## config.mk

```make
export PLATFORM = sky130hd
export DESIGN_NAME = usb_irq_sources
export DESIGN_NICKNAME = d
export VERILOG_FILES = /design/src/core/usb_irq_pkg.sv /design/src/core/usb_irq_sources.sv
export SDC_FILE = /design/constraint.sdc
export NUM_CORES = 1
export LEC_CHECK = 0
export BUFFER_PORTS_ARGS = -buffer_cell sky130_fd_sc_hd__buf_2
export CORE_MARGIN = 2
export CORE_UTILIZATION = 50
export DETAILED_ROUTE_END_ITERATION = 12
export PLACE_DENSITY = 0.71
export SLEW_MARGIN = 20
export SYNTH_ARGS = -nofsm -noshare
export SYNTH_HDL_FRONTEND = slang
export SYNTH_SLANG_ARGS = --single-unit
```

## constraint.sdc

```tcl
create_clock -name clk_i -period 2.14 [get_ports clk_i]
set_input_delay 0.214 -clock clk_i [delete_from_list [all_inputs] [get_ports clk_i]]
set_output_delay 0.214 -clock clk_i [all_outputs]
set_load 0.02 [all_outputs]
```

## src/core/usb_irq_pkg.sv

```systemverilog
/*
 * Shared constants and carriers for the USB, keyboard-line and GPIO interrupt sources.
 * Assumes an 8-bit register bus and a 100 MHz core clock.
 */
package usb_irq_pkg;

  // Register byte addresses on the 8-bit bus.
  localparam logic [7:0] ADR_PA_EN = 8'h04;
  localparam logic [7:0] ADR_PB_EN = 8'h05;
  localparam logic [7:0] ADR_PA_POL = 8'h06;
  localparam logic [7:0] ADR_PB_POL = 8'h07;
  localparam logic [7:0] ADR_USB_CTL = 8'h1f;
  localparam logic [7:0] ADR_GLB_EN = 8'h20;
  localparam logic [7:0] ADR_EP_EN = 8'h21;
  localparam logic [7:0] ADR_STATUS = 8'h22;
  localparam logic [7:0] ADR_CLEAR = 8'h23;

  // Reset values.
  localparam logic [7:0] RST_BYTE = 8'h00;
  localparam logic [1:0] RST_EP = 2'h0;
  localparam logic RST_SEL = 1'b0;

  // Bit positions in the status, clear, global enable, endpoint enable and control registers.
  localparam int ST_LINE = 0;
  localparam int ST_CTRL = 1;
  localparam int ST_DATA = 2;
  localparam int ST_GPIO = 6;
  localparam int GLB_LINE = 0;
  localparam int GLB_GPIO = 6;
  localparam int EP_CTRL = 0;
  localparam int EP_DATA = 1;
  localparam int CTL_KBD_SEL = 0;
  localparam logic [7:0] ST_MASK = 8'h47;

  // Timing: the line condition must last this long before it counts.
  localparam int CLK_PERIOD_NS = 10;
  localparam int DETECT_TIME_US = 256;
  localparam int DETECT_CYCLES =
    (DETECT_TIME_US * 1000 + CLK_PERIOD_NS - 1) / CLK_PERIOD_NS;

  // Line detector states, Gray coded along idle, count, long.
  typedef enum logic [1:0] {
    DET_IDLE = 2'b00,
    DET_COUNT = 2'b01,
    DET_LONG = 2'b11
  } det_state_e;

  // Classic Wishbone request from the bus master.
  typedef struct packed {
    logic cyc;
    logic stb;
    logic we;
    logic sel;
    logic [7:0] adr;
    logic [7:0] dat;
  } wb_req_s;

  // Events and levels from the USB serial engine, same clock.
  typedef struct packed {
    logic d_out_valid;
    logic d_out_crc_bad;
    logic d_ack_out_mode;
    logic d_nak_stall;
    logic d_in_acked;
    logic c_setup_mode;
    logic c_status_zlp;
    logic c_out_valid;
    logic c_out_invalid;
    logic c_ack_out_mode;
    logic c_nak_stall;
  } sie_event_s;

endpackage

```

## src/core/usb_irq_sources.sv

```systemverilog
/*
 * Interrupt sources of a low-speed USB peripheral controller: line detector for
 * bus reset or keyboard-line activity, control and data endpoint events, and
 * per-pin GPIO edge interrupts, with sticky status, clear and enable registers.
 * Assumes a classic Wishbone master on clk_i, USB, keyboard and GPIO pins that
 * are asynchronous, and serial engine events that are synchronous to clk_i.
 */
// Local design decision: register access over Wishbone.
`timescale 1ns/1ps

module usb_irq_sources #(
  parameter int DETECT_CYCLES = usb_irq_pkg::DETECT_CYCLES,
  parameter int CNT_W = 16,
  parameter int PA_W = 8,
  parameter int PB_W = 2
) (
  input wire logic clk_i,
  input wire logic rst_i,
  input wire usb_irq_pkg::wb_req_s wb_i,
  output logic [7:0] wb_dat_o,
  output logic wb_ack_o,
  input wire logic usb_dp_i,
  input wire logic usb_dm_i,
  input wire logic keyboard_data_line_i,
  input wire logic [PA_W-1:0] port_a_i,
  input wire logic [PB_W-1:0] port_b_i,
  input wire usb_irq_pkg::sie_event_s sie_i,
  output logic usb_addr_clear_o,
  output logic [7:0] pending_o,
  output logic irq_o
);

  localparam int PIN_W = PA_W + PB_W + 3;
  localparam int GP_W = PA_W + PB_W;

  // Bus side registers.
  logic ack_reg;
  logic [7:0] dat_reg;
  logic [PA_W-1:0] pa_en_reg;
  logic [PB_W-1:0] pb_en_reg;
  logic [PA_W-1:0] pa_pol_reg;
  logic [PB_W-1:0] pb_pol_reg;
  logic [7:0] glb_en_reg;
  logic [1:0] ep_en_reg;
  logic kbd_sel_reg;
  logic [7:0] status_reg;
  logic [7:0] status_next;

  // Pin synchronisers and detector state.
  logic [PIN_W-1:0] sync1_reg;
  logic [PIN_W-1:0] sync2_reg;
  usb_irq_pkg::det_state_e state_reg;
  usb_irq_pkg::det_state_e state_next;
  logic [CNT_W-1:0] cnt_reg;
  logic [CNT_W-1:0] cnt_next;
  logic addr_clr_reg;

  // GPIO edge state.
  logic [GP_W-1:0] prev_act_reg;
  logic [GP_W-1:0] lock_reg;
  logic [GP_W-1:0] lock_next;

  // Bus decode. Answers come one cycle after the request is seen.
  wire bus_req = wb_i.cyc & wb_i.stb & ~ack_reg;
  wire bus_wr = bus_req & wb_i.we & wb_i.sel;
  wire bus_rd = bus_req & ~wb_i.we;
  wire hit_pa_en = wb_i.adr == usb_irq_pkg::ADR_PA_EN;
  wire hit_pb_en = wb_i.adr == usb_irq_pkg::ADR_PB_EN;
  wire hit_pa_pol = wb_i.adr == usb_irq_pkg::ADR_PA_POL;
  wire hit_pb_pol = wb_i.adr == usb_irq_pkg::ADR_PB_POL;
  wire hit_ctl = wb_i.adr == usb_irq_pkg::ADR_USB_CTL;
  wire hit_glb = wb_i.adr == usb_irq_pkg::ADR_GLB_EN;
  wire hit_ep = wb_i.adr == usb_irq_pkg::ADR_EP_EN;
  wire hit_status = wb_i.adr == usb_irq_pkg::ADR_STATUS;
  wire hit_clear = wb_i.adr == usb_irq_pkg::ADR_CLEAR;

  // Read selection. Write-only and unmapped addresses read as zero.
  wire [7:0] rd_ctl = {7'h00, kbd_sel_reg};
  wire [7:0] rd_ep = {6'h00, ep_en_reg};
  wire [7:0] rd_mux = hit_glb ? glb_en_reg :
                      hit_ep ? rd_ep :
                      hit_ctl ? rd_ctl :
                      hit_status ? status_reg : 8'h00;

  // Register writes; the port enables and polarity are not readable.
  always_ff @(posedge clk_i) begin
    if (rst_i) begin
      pa_en_reg <= '0;
      pb_en_reg <= '0;
      pa_pol_reg <= '0;
      pb_pol_reg <= '0;
      glb_en_reg <= usb_irq_pkg::RST_BYTE;
      ep_en_reg <= usb_irq_pkg::RST_EP;
      kbd_sel_reg <= usb_irq_pkg::RST_SEL;
    end else if (bus_wr) begin
      if (hit_pa_en) begin
        pa_en_reg <= wb_i.dat[PA_W-1:0];
      end
      if (hit_pb_en) begin
        pb_en_reg <= wb_i.dat[PB_W-1:0];
      end
      if (hit_pa_pol) begin
        pa_pol_reg <= wb_i.dat[PA_W-1:0];
      end
      if (hit_pb_pol) begin
        pb_pol_reg <= wb_i.dat[PB_W-1:0];
      end
      if (hit_glb) begin
        glb_en_reg <= wb_i.dat;
      end
      if (hit_ep) begin
        ep_en_reg <= wb_i.dat[1:0];
      end
      if (hit_ctl) begin
        kbd_sel_reg <= wb_i.dat[usb_irq_pkg::CTL_KBD_SEL];
      end
    end
  end

  // Bus answer: ack for one cycle, read data registered with it.
  always_ff @(posedge clk_i) begin
    if (rst_i) begin
      ack_reg <= 1'b0;
      dat_reg <= 8'h00;
    end else begin
      ack_reg <= bus_req;
      dat_reg <= bus_rd ? rd_mux : 8'h00;
    end
  end

  assign wb_ack_o = ack_reg;
  assign wb_dat_o = dat_reg;

  // Two-stage synchronisers; nothing but the second stage reads the first.
  always_ff @(posedge clk_i) begin
    if (rst_i) begin
      sync1_reg <= '1;
      sync2_reg <= '1;
    end else begin
      sync1_reg <= {keyboard_data_line_i, usb_dm_i, usb_dp_i, port_b_i, port_a_i};
      sync2_reg <= sync1_reg;
    end
  end

  wire [GP_W-1:0] gp_pin = sync2_reg[GP_W-1:0];
  wire dp_s = sync2_reg[GP_W];
  wire dm_s = sync2_reg[GP_W+1];
  wire kbd_s = sync2_reg[GP_W+2];

  // The selected line condition feeds one shared duration counter.
  wire se0 = ~dp_s & ~dm_s;
  wire line_cond = kbd_sel_reg ? ~kbd_s : se0;
  wire cnt_last = cnt_reg == CNT_W'(DETECT_CYCLES - 1);
  wire det_count = state_reg == usb_irq_pkg::DET_COUNT;
  wire det_long = state_reg == usb_irq_pkg::DET_LONG;

  // Keyboard mode fires when the low becomes long; bus reset fires when it ends.
  wire kbd_event = kbd_sel_reg & det_count & line_cond & cnt_last;
  wire se0_event = ~kbd_sel_reg & det_long & ~line_cond;
  wire line_event = kbd_event | se0_event;

  // Detector next state. A glitch in the condition restarts the count.
  always_comb begin
    state_next = state_reg;
    cnt_next = cnt_reg;
    case (state_reg)
      usb_irq_pkg::DET_IDLE: begin
        cnt_next = '0;
        if (line_cond) begin
          state_next = usb_irq_pkg::DET_COUNT;
        end
      end
      usb_irq_pkg::DET_COUNT: begin
        if (!line_cond) begin
          state_next = usb_irq_pkg::DET_IDLE;
        end else if (cnt_last) begin
          state_next = usb_irq_pkg::DET_LONG;
        end else begin
          cnt_next = cnt_reg + 1'b1;
        end
      end
      usb_irq_pkg::DET_LONG: begin
        if (!line_cond) begin
          state_next = usb_irq_pkg::DET_IDLE;
        end
      end
      default: begin
        state_next = usb_irq_pkg::DET_IDLE;
        cnt_next = '0;
      end
    endcase
  end

  // The address clear follows the long state so it covers the whole event.
  always_ff @(posedge clk_i) begin
    if (rst_i) begin
      state_reg <= usb_irq_pkg::DET_IDLE;
      cnt_reg <= '0;
      addr_clr_reg <= 1'b0;
    end else begin
      state_reg <= state_next;
      cnt_reg <= cnt_next;
      addr_clr_reg <= state_next == usb_irq_pkg::DET_LONG;
    end
  end

  assign usb_addr_clear_o = addr_clr_reg;

  // GPIO: active level per pin from polarity, edge into active level.
  wire [GP_W-1:0] gp_pol = {pb_pol_reg, pa_pol_reg};
  wire [GP_W-1:0] gp_en = {pb_en_reg, pa_en_reg};
  wire [GP_W-1:0] gp_act = ~(gp_pin ^ gp_pol);
  wire [GP_W-1:0] gp_edge = gp_act & ~prev_act_reg & gp_en;
  wire lock_held = |(lock_reg & gp_act & gp_en);
  wire gpio_event = (|gp_edge) & ~lock_held;

  // The lock names the pin that fired; it lapses when that pin is idle or disabled.
  assign lock_next = gpio_event ? gp_edge : (lock_held ? lock_reg : '0);

  always_ff @(posedge clk_i) begin
    if (rst_i) begin
      prev_act_reg <= '1;
      lock_reg <= '0;
    end else begin
      prev_act_reg <= gp_act;
      lock_reg <= lock_next;
    end
  end

  // Endpoint events. In ack-OUT modes bad data still interrupts; firmware checks it.
  wire data_event = sie_i.d_out_valid |
                    (sie_i.d_out_crc_bad & sie_i.d_ack_out_mode) |
                    sie_i.d_nak_stall |
                    sie_i.d_in_acked;
  wire ctrl_event = sie_i.c_setup_mode |
                    sie_i.c_status_zlp |
                    sie_i.c_out_valid |
                    (sie_i.c_out_invalid & sie_i.c_ack_out_mode) |
                    sie_i.c_nak_stall;

  // Sticky status; a set in the clearing cycle wins so no event is lost.
  logic [7:0] set_vec;
  always_comb begin
    set_vec = 8'h00;
    set_vec[usb_irq_pkg::ST_LINE] = line_event;
    set_vec[usb_irq_pkg::ST_CTRL] = ctrl_event;
    set_vec[usb_irq_pkg::ST_DATA] = data_event;
    set_vec[usb_irq_pkg::ST_GPIO] = gpio_event;
  end

  wire [7:0] clr_vec = (bus_wr & hit_clear) ? wb_i.dat : 8'h00;
  assign status_next = ((status_reg & ~clr_vec) | set_vec) & usb_irq_pkg::ST_MASK;

  always_ff @(posedge clk_i) begin
    if (rst_i) begin
      status_reg <= usb_irq_pkg::RST_BYTE;
    end else begin
      status_reg <= status_next;
    end
  end

  // Enables in status layout; the timer and wake-up enables gate nothing here.
  logic [7:0] en_vec;
  always_comb begin
    en_vec = 8'h00;
    en_vec[usb_irq_pkg::ST_LINE] = glb_en_reg[usb_irq_pkg::GLB_LINE];
    en_vec[usb_irq_pkg::ST_CTRL] = ep_en_reg[usb_irq_pkg::EP_CTRL];
    en_vec[usb_irq_pkg::ST_DATA] = ep_en_reg[usb_irq_pkg::EP_DATA];
    en_vec[usb_irq_pkg::ST_GPIO] = glb_en_reg[usb_irq_pkg::GLB_GPIO];
  end

  // Pending sources go to the vector logic; the line is high while any is enabled.
  assign pending_o = status_reg & en_vec;
  assign irq_o = |(status_reg & en_vec);
endmodule

```

Yosys cells after proc, flatten, opt, wreduce, memory -nomap -nowiden
Index checks and enable logic that the tools add are counted.
Word-level totals
  bits in registers: 109
  input port bits: 46
  output and inout port bits: 19
  word-level logic and storage cells: 107
Cells by class
  add/subtract/negate cells: 1
  eq/ne operators: 16
  muxes and demuxes: 16
  bitwise logic cells: 44
  reduce and logical (&&, ||, !) cells: 13
Operators with widths (number)
  AND 10 bit: 4
  equality test 8 x 3 -> 1 bit, second input constant: 4
  equality test 8 x 6 -> 1 bit, second input constant: 4
  two-way mux 16 bit: 2
  one-hot mux 16 bit (2 select lines): 1
  two-way mux 8 bit: 3
  two-way mux 10 bit: 2
  inverter 10 bit: 2
  OR reduction 10 bit: 2
  adder 16 x 1 -> 16 bit, second input constant: 1
  equality test 16 x 15 -> 1 bit, second input constant: 1
  AND 1 bit: 15
  AND 7 bit: 2
  two-way mux 7 bit: 2
  AND reduction 2 bit: 7
  inverter 1 bit: 10
  XOR 10 bit: 1
  equality test 8 x 5 -> 1 bit, second input constant: 1
  two-way mux 2 bit: 4
  bitwise OR 1 bit: 8
  OR reduction 8 bit: 1
  inverter 7 bit: 1
  bitwise OR 7 bit: 1
  one-hot mux 2 bit (3 select lines): 1
  other kinds (8): 10

Logic depth before layout (Yosys ltp)
  depth after elaboration: 9
  mapped depth: 7
  depth with buffers taken out: 6

Worst setup path before layout
Ideal clock, no wire load.
  path kind: flip-flop to flip-flop
  from: register kbd_sel_reg
  to: register cnt_reg[13]
  setup time: 71 ps
  arrival: 1764 ps
  required time: 2069 ps
  slack: 306 ps
  stages on the path, launching flop included: 8
  path buffers: 2
  period minus slack after synthesis: 1834 ps
  cells stage by stage: dfxtp_1 -> or3_1 -> buf_6 -> a211oi_2 -> a22oi_2 -> buf_6 -> or4_1 -> a21oi_1
On the way
  word-level cells in the longest chain between the ends: 3
Ends and longest elaborated chain
  start: declaration: RTL line usb_irq_sources.sv:45  | logic kbd_sel_reg;
  start signal: assignment: RTL line usb_irq_sources.sv:94  | kbd_sel_reg <= usb_irq_pkg::RST_SEL;
  start signal: assignment: RTL line usb_irq_sources.sv:115  | kbd_sel_reg <= wb_i.dat[usb_irq_pkg::CTL_KBD_SEL];
  two-way mux 1 bit: RTL line usb_irq_sources.sv:152  | wire line_cond = kbd_sel_reg ? ~kbd_s : se0;
  inequality test 2 bit (no source line)
  AND reduction 3 bit (no source line)
  end signal: assignment: RTL line usb_irq_sources.sv:202  | cnt_reg <= cnt_next;
  end: declaration: RTL line usb_irq_sources.sv:54  | logic [CNT_W-1:0] cnt_reg;
Every way passes these cells.
A chain may end at the register's enable or synchronous reset.

Final worst setup path
  from: register sync2_reg[8]
  to: register lock_reg[2]
On the way
  word-level cells in the longest chain between the ends: 8
  elaborated cells on any way between the ends: 12
  those cells by class: eq/ne (1); mux (1); bitwise (8); reduce/logical (2)
Ends and longest elaborated chain
  start: declaration: RTL line usb_irq_sources.sv:51  | logic [PIN_W-1:0] sync2_reg;
  start signal: assignment: RTL line usb_irq_sources.sv:141  | sync2_reg <= sync1_reg;
  XOR 10 bit *: RTL line usb_irq_sources.sv:212  | wire [GP_W-1:0] gp_act = ~(gp_pin ^ gp_pol);
  inverter 10 bit *: RTL line usb_irq_sources.sv:212
  AND 10 bit (2 in series): RTL line usb_irq_sources.sv:214  | wire lock_held = |(lock_reg & gp_act & gp_en);
  OR reduction 10 bit: RTL line usb_irq_sources.sv:214
  inverter 1 bit: RTL line usb_irq_sources.sv:215  | wire gpio_event = (|gp_edge) & ~lock_held;
  AND 1 bit: RTL line usb_irq_sources.sv:215
  inequality test 2 x 1 -> 1 bit (no source line) or two-way mux 10 bit (tied branches)
  end signal: assignment: RTL line usb_irq_sources.sv:226  | lock_reg <= lock_next;
  end: declaration: RTL line usb_irq_sources.sv:60  | logic [GP_W-1:0] lock_reg;
Mark *: on every way between the ends. The rest lies on a longest branch, timed or not.

==> results_dict.tcl <==
set metrics [dict create \
    n_fill_cell 762 \
    wl_per_cell_um 13.58 \
    synthTopCellsByCount "dfxtp_1 (109), nor2_1 (46), mux2i_1 (32), or2_2 (29), nand2_1 (28)" \
    finalPower_mw 3.480 \
    drt_iter0_drc 152 \
    die_x_um 97.63 \
    post-cts-setup-buffer-count 0 \
    layout_setup_ws_ns 0.1589 \
    fmaxAchievable_mhz 504.8 \
    pwr-share-clk 0.359 \
    grt_pass1_vias 3227 \
    hold_path_depth 2 \
    max_cap_viol_count 0 \
    synth_edf_count 0 \
    rows 34 \
    synthTopCellsByArea "dfxtp_1 (50%), mux2i_1 (7.3%), or2_2 (4.1%)" \
    syn_area_mm2 0.004383 \
    htree_levels 3 \
    fin_crit_sh 0.9258 \
    rrSetupSlack_ns 0.16 \
    fp.dieArea_mm2 0.009531 \
    die_y_um 97.63 \
    gp_congestion 0.8155 \
    crit_fanout 10 \
    switchingPower_uw 771.0 \
    clockRootBuffer "clkbuf_8" \
    p_comb_frac 0.044 \
    critPathBufInv 0 \
    cp_data_arrival_time_ns 2.23 \
    hpwl_um 6122 \
    postLayoutCellArea_mm2 0.004989 \
    end_kind "flip-flop" \
    grt_start_max_net_pins 40 \
    cpPeakStageDelay_ns 0.72 \
    cp_top_family "simple AND/OR/NAND/NOR gates" \
    ys_ff_latch 109 \
    synth_top_area_cell "dfxtp_1" \
    drive_gt1_frac 0.2653 \
    grt_pass1_wl_um 14550 \
    synth_seq_area_share 0.4979 \
    path_clk_slew_ns 0.10 \
    cts_buffers 9 \
    place_area_mm2 0.004780 \
    setup_viol 0 \
    hold_ws_ns 0.02525 \
    p_leak_nw 2.091 \
    p_sw_frac 0.2215 \
    tightestPinTransition_ns 0.6875 \
    cts_hold_buffers 0 \
    n_antenna_cell 0 \
    path_cells "xor2_1 -> o22ai_1 -> or4_1 -> o21ai_0 -> o31ai_1" \
    p_per_area_mw_per_mm2 697.6 \
    netlist_instances 459 \
    slew_headroom 0.5416 \
    async_flop_share 0 \
    cp.depth 5 \
    multi_input_comb_area_mm2 0.002069 \
    clkLatencyLatePin_ns 0.36 \
    rsz0062_at_grt "no" \
    worstSetupPathType "flip-flop to flip-flop" \
    peakVddDrop_mv 0.4130 \
    min-delay-start "port_a_i[4]" \
    finClkSkew_ns 0.01231 \
    synth.avg_cell_area_um2 9.549 \
    clock_sinks 109 \
    start_util 0.5100 \
    vias_per_cell 5.274 \
    antenna_found_initial 0 \
    grt_util_all_layers 0.1858 \
    drcViolationCount 0 \
    first_pass_iters 4 \
    antenna_left 0 \
    final_nets 566 \
    cts_tree "yes" \
    core_mm2 0.008593 \
    slowest_stage "or4_1" \
    r2r_end "lock_reg[2]" \
    rr_worst_depth 5 \
    synth_cell_types 56 \
    wl_um 8580 \
    post_cts_resized 0 \
    worstPathRequired_ns 2.39 \
    intPower_mw 2.709 \
    seq_area_mm2 0.002182 \
    post-synth-top-count-cell "dfxtp_1" \
    status "finished, final reports clean" \
    largest_reg_flops 16 \
    r2r_start "sync2_reg[8]" \
    grt-ovfl-total 0 \
    yosysWarnings 0 \
    final-hold-violation-count 0 \
    synth_top_area_share 0.4979 \
    cp-start-kind "flip-flop" \
    io_buffers 60 \
    io_pins 65 \
    hold_end "sync1_reg[4]" \
    syn_to_final_growth_pct 13.82 \
    setup-tns-final_ns 0 \
    clockBufferDepth 2 \
    hold_path_class "primary input to flip-flop" \
    yosys_most_used_dff "dfxtp_1" \
    slew_violations 0 \
    fin_crit_ns 1.981 \
    dp_slack_ns 0.1056 \
    p_seq_frac 0.597 \
    via_count 3333 \
]
[worst register-to-register path: cells and delay by family, from the launching register on]
kind	cells	cell delay (ns)
AO/OA/AOI/OAI	3	0.50
AND/OR/NAND/NOR	1	0.72
flip-flops	1	0.37
XOR/XNOR	1	0.28
[cell type report]
type / count / area share
clock buffer: 11 / 0.02834
clock inverter: 5 / 0.01179
inverter: 9 / 0.006772
multi-input combinational: 321 / 0.4148
sequential: 109 / 0.4374
tap: 108 / 0.02709
timing repair buffer: 69 / 0.07374
[placed cells by master (no fill, tap or decap), drive strengths merged, types with 3 or more instances in the layout]
cell and n:
dfxtp 109, buf 69, nor2 46, mux2i 32
or2 29, nand2 29, o21ai 19, a21oi 16
xor2 15, nand3 13, and2 12, nor2b 11
nand2b 11, o31ai 11, clkbuf 11, inv 10
nand4 8, or3b 8, or4 7, nor3 5
o22ai 5, nor4 5, or3 4, conb 4
and3 4, a221oi 3, xnor2 3
[worst max-delay path by stage]
stage                 start     endpoint
5_1_grt        sync2_reg[4]  lock_reg[6]
6_report       sync2_reg[8]  lock_reg[2]
3_3_place_gp   sync2_reg[8]  lock_reg[9]
2_1_floorplan   kbd_sel_reg  cnt_reg[13]
3_5_place_dp   sync2_reg[8]  lock_reg[6]
4_1_cts        sync2_reg[8]  lock_reg[6]
[power by group through the flow]
stage / Sequential [mW] / Clock, mW / Combinational (mW)
2_1_floorplan: 2.12 / 0 / 0.0907
3_3_place_gp: 2.12 / 0 / 0.151
3_5_place_dp: 2.13 / 0 / 0.155
4_1_cts: 2.08 / 1.28 / 0.155
5_1_grt: 2.08 / 1.38 / 0.172
6_report: 2.08 / 1.25 / 0.154
[kinds of logic after synthesis]
logic type               synth area share
other                           0.0008556
AND/OR/NAND/NOR                    0.2615
flip-flops                         0.4979
adder cells (fa/ha/maj)          0.002854
AO/OA/AOI/OAI                     0.09335
buffers and inverters             0.03454
multiplexers                      0.07308
XOR/XNOR                          0.03597
[through the flow]
step	std cells	util
6_report	632	0.5805
3_3_place_gp	616	0.5562
2_1_floorplan	462	-
5_1_grt	632	0.5805
3_5_place_dp	616	0.5562
4_1_cts	632	0.5795
[metal layers]
metal / track usage / wire, µm / vias up
li1: - / - / 1692
met1: 0.2550 / 4268 / 1552
met2: 0.2902 / 3770 / 81
met3: 0.04388 / 435 / 8
met4: 0.05983 / 104 / 0
met5: 0 / 0 / -
Power figures use the tool's default switching activity.
